[src/rtl/timer_chan_consts.svh]
// register indices, field positions and reset values of the timer channel status block
`ifndef TIMER_CHAN_CONSTS_SVH
`define TIMER_CHAN_CONSTS_SVH
`define IDX_C0_IE 22'h0F0274
`define IDX_C0_POL 22'h0F0275
`define IDX_C1_FLAGS 22'h0F0283
`define IDX_C1_IE 22'h0F0284
`define IDX_C1_POL 22'h0F0285
`define IDX_C1_CTRL 22'h0F0290
`define RST_BYTE 8'h00
`define RST_CTRL 12'h000
`define FLAG_OVF 4
`define FLAG_UDF 5
`define IE_WRAP 4
`define FLAG_MASK 8'h3F
`define IE_MASK 8'h1F
`define POL_MASK 8'h07
`define CTRL_MASK 12'hF3F
`define CTRL_FUNC 1:0
`define CTRL_EDGE_A 3:2
`define CTRL_EDGE_B 5:4
`define CTRL_XFER 11:8
`define EDGE_RISE 2'h0
`define EDGE_FALL 2'h1
`define CNT_MAX 16'hFFFF
`define CNT_ZERO 16'h0000
`endif

[src/rtl/timer_chan_pkg.sv]
// types shared by the timer channel status block
package timer_chan_pkg;
  typedef enum logic [1:0] {FUNC_CAPTURE, FUNC_COMPARE, FUNC_PWM, FUNC_COMP_PWM} func_e;
  typedef enum logic [2:0] {SEL_C0_IE, SEL_C0_POL, SEL_FLAGS, SEL_IE, SEL_POL, SEL_CTRL,
    SEL_NONE} reg_sel_e;
  typedef struct packed {
    logic [15:0] count;
    logic [3:0][15:0] gen;
  } timer_in_s;
  typedef struct packed {
    logic [7:0] c0Ie;
    logic [7:0] c0Pol;
    logic [7:0] flags;
    logic [7:0] ie;
    logic [7:0] pol;
    logic [7:0] seen;
    logic [11:0] ctrl;
    logic [15:0] cntPrev;
    logic [3:0] eqPrev;
    logic [3:0] pend;
    logic [2:0] syncA;
    logic [2:0] syncB;
    logic stA;
    logic stB;
    logic [31:0] prdata;
    logic pready;
    logic pslverr;
    logic irqReq;
    logic xferReq;
    logic [2:0] pwmPin;
  } state_s;
endpackage

[src/rtl/timer_channel_status_irq.sv]
// status flags, interrupt enables and pwm polarity of timer channel one
//
// Contract
// - writing 1 leaves a flag unchanged
// - write 0 keeps flag last read 0
// - write 0 clears flag last read 1
// - counter wrap FFFFH to 0000H sets overflow; here not in complementary pwm, where a wrap leaves overflow clear
// - wrap caused by match clear sets overflow
// - underflow sets flag, complementary pwm only
// - counter equal general register sets match flag
// - flags C, D also in buffer mode
// - capture edges on pins A, B set flags
// - capture edge chosen by two-bit select
// - routed events set flag after transfer completes
// - wrap enable gates overflow and underflow interrupt
// - per-flag enables gate match interrupts
// - polarity applies only in pwm function
// - polarity 0 makes pin active low
// - all registers reset to 00H
// - polarity 1 makes pin active high
//
// Chosen here: the APB slave port.
`timescale 1ns/100ps
`include "timer_chan_consts.svh"

module timer_channel_status_irq (
  input wire logic ref_clk,
  input wire logic arst_n,
  input wire logic psel,
  input wire logic penable,
  input wire logic pwrite,
  input wire logic [23:0] paddr,
  input wire logic [31:0] pwdata,
  output logic pready,
  output logic [31:0] prdata,
  output logic pslverr,
  input wire timer_chan_pkg::timer_in_s timerIn,
  input wire logic capPinA,
  input wire logic capPinB,
  input wire logic xferDone,
  input wire logic [2:0] pwmLevel,
  output logic [2:0] pwmPin,
  output logic irqReq,
  output logic xferReq
);

  ////////////////////////////////////////////////////////////////////////////
  // helpers

  // word index to register select
  function automatic timer_chan_pkg::reg_sel_e decodeSel(input logic [23:0] addr);
    case (addr[23:2])
      `IDX_C0_IE: decodeSel = timer_chan_pkg::SEL_C0_IE;
      `IDX_C0_POL: decodeSel = timer_chan_pkg::SEL_C0_POL;
      `IDX_C1_FLAGS: decodeSel = timer_chan_pkg::SEL_FLAGS;
      `IDX_C1_IE: decodeSel = timer_chan_pkg::SEL_IE;
      `IDX_C1_POL: decodeSel = timer_chan_pkg::SEL_POL;
      `IDX_C1_CTRL: decodeSel = timer_chan_pkg::SEL_CTRL;
      default: decodeSel = timer_chan_pkg::SEL_NONE;
    endcase
  endfunction

  // does a settled level change match the chosen capture edge
  function automatic logic edgeHit(input logic [1:0] edgeSel, input logic newLvl);
    case (edgeSel)
      `EDGE_RISE: edgeHit = newLvl;
      `EDGE_FALL: edgeHit = ~newLvl;
      default: edgeHit = 1'b1; // both edges
    endcase
  endfunction

  ////////////////////////////////////////////////////////////////////////////
  // state

  timer_chan_pkg::state_s q;
  timer_chan_pkg::state_s n;
  timer_chan_pkg::func_e func;
  timer_chan_pkg::reg_sel_e sel;
  logic setupPh;
  logic accessPh;
  logic wrAcc;
  logic rdAcc;
  logic wrFlags;
  logic [3:0] eqNow;
  logic [3:0] rawEv;
  logic [3:0] routed;
  logic [3:0] doneSet;
  logic capA;
  logic capB;
  logic ovfEv;
  logic udfEv;
  logic [7:0] setEv;
  logic [7:0] clrEv;
  logic [31:0] rdMux;

  // bus phase decode
  assign setupPh = psel & ~penable;
  assign accessPh = psel & penable & q.pready;
  assign wrAcc = accessPh & pwrite;
  assign rdAcc = accessPh & ~pwrite;
  assign sel = decodeSel(paddr);
  assign wrFlags = wrAcc & (sel == timer_chan_pkg::SEL_FLAGS);
  assign func = timer_chan_pkg::func_e'(q.ctrl[`CTRL_FUNC]);

  // equality of counter with each general register
  genvar gi;
  generate
    for (gi = 0; gi < 4; gi++) begin : g_eq
      assign eqNow[gi] = (timerIn.count == timerIn.gen[gi]);
    end
  endgenerate

  // settled pin change meeting the selected edge
  assign capA = (q.syncA[1] == q.syncA[2]) && (q.syncA[2] != q.stA)
    && edgeHit(q.ctrl[`CTRL_EDGE_A], q.syncA[2]);
  assign capB = (q.syncB[1] == q.syncB[2]) && (q.syncB[2] != q.stB)
    && edgeHit(q.ctrl[`CTRL_EDGE_B], q.syncB[2]);

  ////////////////////////////////////////////////////////////////////////////
  // event sources

  // capture pins in capture function, counter equality otherwise
  always_comb begin
    if (func == timer_chan_pkg::FUNC_CAPTURE) begin
      rawEv = {2'b00, capB, capA};
    end else begin
      rawEv = eqNow & ~q.eqPrev;
    end
  end

  // routed events wait for the transfer controller
  assign routed = rawEv & q.ctrl[`CTRL_XFER];
  assign doneSet = xferDone ? q.pend : 4'h0;

  // wrap and underflow of the counter
  assign ovfEv = (func != timer_chan_pkg::FUNC_COMP_PWM) && (q.cntPrev == `CNT_MAX)
    && (timerIn.count == `CNT_ZERO);
  assign udfEv = (func == timer_chan_pkg::FUNC_COMP_PWM) && (q.cntPrev == `CNT_ZERO)
    && (timerIn.count == `CNT_MAX);

  assign setEv = {2'b00, udfEv, ovfEv, (rawEv & ~q.ctrl[`CTRL_XFER]) | doneSet};

  // only flags last read as 1 and written 0 are cleared
  assign clrEv = wrFlags ? (q.seen & ~pwdata[7:0]) : 8'h00;

  // read data for the setup cycle
  always_comb begin
    rdMux = 32'h0000_0000;
    case (sel)
      timer_chan_pkg::SEL_C0_IE: rdMux[7:0] = q.c0Ie;
      timer_chan_pkg::SEL_C0_POL: rdMux[7:0] = q.c0Pol;
      timer_chan_pkg::SEL_FLAGS: rdMux[7:0] = q.flags;
      timer_chan_pkg::SEL_IE: rdMux[7:0] = q.ie;
      timer_chan_pkg::SEL_POL: rdMux[7:0] = q.pol;
      timer_chan_pkg::SEL_CTRL: rdMux[11:0] = q.ctrl;
      default: rdMux = 32'h0000_0000;
    endcase
  end

  ////////////////////////////////////////////////////////////////////////////
  // next state

  always_comb begin
    n = q;
    // apb answer is ready in the first access cycle
    n.pready = setupPh;
    n.pslverr = setupPh && (sel == timer_chan_pkg::SEL_NONE);
    n.prdata = setupPh ? rdMux : 32'h0000_0000;
    // register writes
    if (wrAcc) begin
      case (sel)
        timer_chan_pkg::SEL_C0_IE: n.c0Ie = pwdata[7:0] & `IE_MASK;
        timer_chan_pkg::SEL_C0_POL: n.c0Pol = pwdata[7:0] & `POL_MASK;
        timer_chan_pkg::SEL_IE: n.ie = pwdata[7:0] & `IE_MASK;
        timer_chan_pkg::SEL_POL: n.pol = pwdata[7:0] & `POL_MASK;
        timer_chan_pkg::SEL_CTRL: n.ctrl = pwdata[11:0] & `CTRL_MASK;
        default: n.ctrl = q.ctrl;
      endcase
    end
    // flags: a set in the clear cycle wins
    n.flags = ((q.flags & ~clrEv) | setEv) & `FLAG_MASK;
    if (rdAcc && (sel == timer_chan_pkg::SEL_FLAGS)) begin
      n.seen = q.prdata[7:0];
    end else begin
      n.seen = q.seen & ~clrEv;
    end
    // counter history and transfer bookkeeping
    n.cntPrev = timerIn.count;
    n.eqPrev = eqNow;
    n.pend = (q.pend & ~doneSet) | routed;
    n.xferReq = |n.pend;
    // three-stage pin synchronisers, settled level kept when stages agree
    n.syncA = {q.syncA[1:0], capPinA};
    n.syncB = {q.syncB[1:0], capPinB};
    if (q.syncA[1] == q.syncA[2]) begin
      n.stA = q.syncA[2];
    end
    if (q.syncB[1] == q.syncB[2]) begin
      n.stB = q.syncB[2];
    end
    // interrupt request from enabled flags
    n.irqReq = (|(q.flags[3:0] & q.ie[3:0]))
      | ((q.flags[`FLAG_OVF] | q.flags[`FLAG_UDF]) & q.ie[`IE_WRAP]);
    // polarity only in pwm function
    if (func == timer_chan_pkg::FUNC_PWM) begin
      n.pwmPin = ~(pwmLevel ^ q.pol[2:0]);
    end else begin
      n.pwmPin = pwmLevel;
    end
  end

  ////////////////////////////////////////////////////////////////////////////
  // state register

  always_ff @(posedge ref_clk or negedge arst_n) begin
    if (!arst_n) begin
      q <= '0;
    end else begin
      q <= n;
    end
  end

  // outputs straight from state
  assign pready = q.pready;
  assign prdata = q.prdata;
  assign pslverr = q.pslverr;
  assign irqReq = q.irqReq;
  assign xferReq = q.xferReq;
  assign pwmPin = q.pwmPin;
endmodule // timer_channel_status_irq

[config.mk]
export PLATFORM = sky130hd
export DESIGN_NAME = timer_channel_status_irq
export DESIGN_NICKNAME = d
export VERILOG_FILES = /design/src/rtl/timer_chan_pkg.sv /design/src/rtl/timer_channel_status_irq.sv
export VERILOG_INCLUDE_DIRS = /design/src /design/src/rtl
export SDC_FILE = /design/constraint.sdc
export NUM_CORES = 1
export LEC_CHECK = 0
export ABC_AREA = 1
export BUFFER_PORTS_ARGS = -buffer_cell sky130_fd_sc_hd__clkbuf_2
export CORE_ASPECT_RATIO = 0.75
export CORE_UTILIZATION = 50
export CTS_CLUSTER_DIAMETER = 60
export DETAILED_ROUTE_END_ITERATION = 12
export PLACE_DENSITY_LB_ADDON = 0.05
export REMOVE_ABC_BUFFERS = 1
export SETUP_SLACK_MARGIN = 0.02
export SYNTH_ARGS = -nofsm -noshare
export SYNTH_HDL_FRONTEND = slang
export SYNTH_SLANG_ARGS = --single-unit
[constraint.sdc]
create_clock -name ref_clk -period 1.6 [get_ports ref_clk]
set_input_delay 0.32 -clock ref_clk [delete_from_list [all_inputs] [get_ports ref_clk]]
set_output_delay 0.32 -clock ref_clk [all_outputs]
set_load 0.05 [all_outputs]
# Yosys cells after proc, flatten, opt, wreduce, memory -nomap -nowiden
# Index checks and enable logic that the tools add are counted.
# word_totals
register_bits	91
output_inout_bits	39
# op_classes
n_reduce_logical	23
n_eq_ne	27
n_mux	11
n_bitwise	31
# ops
operator	n
$eq 22x20->1 const B	6
$eq 16x16->1	4
$pmux 6 s6	1
$eq 16x16->1 const B	2
$logic_not 16->1	2
$and 4x4->4	5
$pmux 3 s6	1
$and 8x8->8	2
$mux 8	2
$not 8->8	2
$mux 12	1
$mux 4	3
$not 4->4	3
$logic_and 1x1->1	10
$reduce_and 2->1	5
$eq 3x3->1 const B	3
$or 4x4->4	2
$reduce_or 4->1	2
$and 1x1->1	7
$and 6x6->6	1
$eq 3x2->1 const B	2
$logic_not 2->1	3
$or 6x6->6	1
$eq 2x1->1 const B	2
other kinds (12)	20

# Depth between registers and ports, before layout
# depth
word_depth	8
depth_mapped	17
depth_no_buf	17

# Least setup slack after synthesis
# OpenSTA, ideal clock, no wires.
# synth_timing
path_kind	input to register
from	input port paddr[17]
to	register q[81] (netlist name)
setup_ps	118
path_buffers	1
path_stages	16
t_required_ps	1482
path_slack_ps	-499
arrival_ps	1982
cell_sequence	nor2_1 nand2_1 nor2_4 nand2_2 nor2_2 inv_2 ha_1 nand3_4 nand2_4 nor2_8 nand2_4 inv_4 nand2_4 buf_6 nand2_1 nand2_1
# synth_between
elab_chain_cells	4
elab_cells_between_ends	9
# synth_rtl
element	line_no	text
start: declaration	timer_channel_status_irq.sv:32	input wire logic [23:0] paddr,
$eq 22x20->1	timer_channel_status_irq.sv:52	case (addr[23:2])
$pmux 3 s6 (*)	timer_channel_status_irq.sv:52	
$eq 3x3->1 (*)	timer_channel_status_irq.sv:171	case (sel)
$reduce_and 2->1 (no source line) (*)	n/a	
end signal: assignment	timer_channel_status_irq.sv:219	q <= n;
end: declaration	timer_channel_status_irq.sv:75	timer_chan_pkg::state_s q;
# Every way passes the cells marked *; elsewhere a longest branch is shown, timed or not.
# A chain may end at the register's enable or synchronous reset.

==> flow_metrics.py <==
metrics = {
    "worst_setup_path": {
        "cpPeakStageDelay_ns": 0.24,
        "rr_worst_depth": 6,
        "cp-start-kind": "input pin",
        "cp_cell_sequence": "clkbuf_2 > inv_1 > nor2_1 > nand2_1 > buf_4 > nor2_4 > nand3_4 > nand3_4 > nand3_4 > nor2_4 > buf_6 > nand2_2 > nand2_2 > nor2_2 > nor2_1",
        "path_common_cell": "nand3_4",
        "crit_type": "in -> reg",
        "crit_end": "prdata[4]",
        "cp_slowest_cell": "nor2_4",
        "critPathLaunch": "paddr[2]",
        "reg2reg_to": "q[116]",
        "critical_path_arrival_ns": 2.02,
        "r2r_slack_ns": 0.17,
        "worstPathBufferInverterCount": 4,
        "crit_cells": 15,
        "cp_max_fo": 6,
        "cp_top_family": "simple AND/OR/NAND/NOR gates",
        "crit_required_ns": 1.87,
        "rr_startpoint": "pready",
        "worst_setup_path_end_kind": "flip-flop",
    },
    "cts": {
        "clkLatencyLatePin_ns": 0.34,
        "htreeDepth": 3,
        "max-clock-path-buffers": 2,
        "cts_tree": "built",
        "clkTransAtPathRegs_ns": 0.06,
        "numCtsBuffers": 9,
        "clkSinkCount": 87,
        "root_buffer": "clkbuf_16",
    },
    "drt": {
        "drcViolationCount": 2,
        "via_per_inst": 5.088,
        "drtPass1Iterations": 9,
        "wirelength_um": 13470,
        "vias": 4615,
        "ant_nets": 0,
        "first_iter_violations": 212,
        "avgRoutedWirePerCell_um": 14.85,
    },
    "sta": {
        "fmax_mhz": 573.5,
        "fin_setup_tns_ns": -2.740,
        "period_needed_ns": 1.744,
        "rsz0062_at_grt": "yes",
        "finalHoldViolCount": 0,
        "timing.final.crit_share": 1.090,
        "fin_skew_ns": 0.008854,
        "setup_viol": 41,
        "setup_ws_ns": -0.1436,
        "drv_slew": 0,
    },
    "flow_run": {
        "drv_cap": 0,
    },
    "pwr": {
        "power_leakage_nw": 3.466,
        "fin_total_pwr_w": 0.005266,
        "p_int_w": 0.003931,
        "power_switching_w": 0.001335,
        "peakVddDrop_mv": 0.7232,
        "swShare": 0.2536,
        "p_per_area_mw_per_mm2": 784.5,
        "power.share.clock": 0.433,
        "power_frac_comb": 0.137,
        "seqPwrFrac": 0.430,
    },
    "floorplanning": {
        "die_h_um": 88.14,
        "fp.dieW_um": 116.8,
        "fp-row-count": 31,
        "fp.coreArea_sq_mm": 0.009619,
        "start_util": 0.5142,
        "pin_count": 186,
        "die_area_sq_mm": 0.01030,
    },
    "logic_synthesis": {
        "synth_top_area_cell": "dfrtp_1",
        "synth_top_cell_area_share": 0.4402,
        "ys_types": 38,
        "synth_area_leaders": "dfrtp_1 44%, nand2_1 9.5%, xor2_1 9.2%",
        "yosysWarnings": 0,
        "ys_top_cells_by_count": "125 x nand2_1, 87 x dfrtp_1, 64 x nor2_1",
        "synth-edff-count": 0,
        "synthArstFlopShare": 1.000,
        "synthFlopType": "dfrtp_1",
        "syn_inst": 591,
        "synthMostInstantiatedCell": "nand2_1",
        "postSynthAreaPerCell_sq_um": 8.369,
        "synth-seq-area-share": 0.4402,
        "ys_ff_latch": 87,
        "syn_area_sq_mm": 0.004946,
    },
    "status": {
        "violations": "DRC, setup timing",
        "outcome": "complete, but fails checks",
    },
    "final_layout": {
        "finalNetCount": 918,
        "drive_gt1_frac": 0.3794,
        "antennaDiodeCount": 0,
        "fillers": 804,
        "syn_to_final_growth_pct": 35.72,
        "postLayoutCoreUtil": 0.6978,
        "fin_cells": 907,
    },
    "global_routing": {
        "grt_max_degree": 38,
        "grt_remaining_overflow": 0,
        "grt_use_total": 0.2620,
        "grt_pass1_vias": 4146,
        "grt_pass1_wl_um": 20130,
        "antenna_found_initial": 0,
    },
    "min_path": {
        "min_path_type": "in -> reg",
        "hp-start": "capPinB",
    },
    "placement": {
        "portBuffers": 139,
        "dp.cells": 878,
        "dp_hpwl_um": 10230,
        "gp_congestion": 0.9080,
    },
}
## per-stage QoR
stage | instance area (sq um) | worst slack [ns] | hold slack, ns
5_1_grt | 6713 | -0.2434 | 0.07531
4_1_cts | 6454 | -0.03988 | 0.07284
6_report | 6713 | -0.1436 | 0.07840
3_3_place_gp | 5928 | -0.4944 | 0.1994
2_1_floorplan | 4695 | -0.4542 | 0.02441
3_5_place_dp | 5928 | -0.5327 | 0.1980
## per-layer routing
| metal | track usage | routed length [um] | up-vias |
|---|---|---|---|
| met5 | 0 | 0 | - |
| met4 | 0.06214 | 146 | 0 |
| met3 | 0.05467 | 859 | 18 |
| met2 | 0.4104 | 6287 | 172 |
| met1 | 0.3740 | 6176 | 2204 |
| li1 | - | - | 2221 |
## how the worst min path moves through the flow
stage               endpoint  slack [ns]  cells after the start
finish                 n[42]        0.08                      1
global route           n[42]        0.08                      1
CTS                    n[42]        0.07                      1
detailed placement     q[56]        0.20                      1
global placement       q[56]        0.20                      1
floorplan            func[0]        0.02                      0
## final cells by class
class,count,area (sq um),area share
Multi-Input combinational cell,425,2628,0.3914
Sequential cell,87,2177,0.3243
Timing Repair Buffer,196,1202,0.1791
Clock buffer,10,239.0,0.03560
Inverter,51,209.0,0.03113
Tap cell,132,165.2,0.02460
Clock inverter,6,92.59,0.01379
## flip-flops by register name, indices dropped and copies added, names as in the netlist
| signal | cells |
|---|---|
| func | 2 |
| irqReq | 1 |
| n | 4 |
| prdata | 10 |
| pready | 1 |
| pslverr | 1 |
| pwmPin | 3 |
| q | 64 |
| xferReq | 1 |
## cell families (layout without fill, tap and decap cells)
| logic type | after synthesis | in the layout | share of synthesized area |
|---|---|---|---|
| adders and majority gates | 2 | 2 | 0.004553 |
| other | 1 | 22 | 0.0007582 |
| DFF | 87 | 87 | 0.4402 |
| buffers and inverters | 102 | 263 | 0.1065 |
| AOI/OAI and AO/OA | 48 | 48 | 0.05844 |
| and+or+nand+nor | 293 | 295 | 0.2869 |
| xor gates and xnor gates | 58 | 58 | 0.1027 |
## power by group through the flow
| stage | Combinational (W) | Sequential, W | Clock (W) |
|---|---|---|---|
| 2_1_floorplan | 0.000314 | 0.00232 | 0 |
| 3_3_place_gp | 0.000688 | 0.00230 | 0 |
| 3_5_place_dp | 0.000705 | 0.00230 | 0 |
| 4_1_cts | 0.000716 | 0.00226 | 0.00232 |
| 5_1_grt | 0.000795 | 0.00226 | 0.00240 |
| 6_report | 0.000722 | 0.00226 | 0.00228 |
## cells in the final DEF, fill, tap and decap left out, types with 13 or more instances in the layout
cell type	count
nor4_1	15
conb_1	22
nand4_1	18
xor2_1	52
inv_1	42
nand3_1	30
dfrtp_1	87
nand2_1	102
o21ai_1	13
buf_4	46
nor2_1	59
nand2_2	21
clkbuf_2	136
## what timing repair did
item,4_1_cts,5_1_grt
resized for setup,38,54
endpoints found under the setup margin,45,45
hold buffers,1,0
hold endpoints to repair,14,0
buffers inserted,3,7
pin swaps,13,24
gates cloned,1,1
Note: power is estimated with default switching activity, not from simulation.
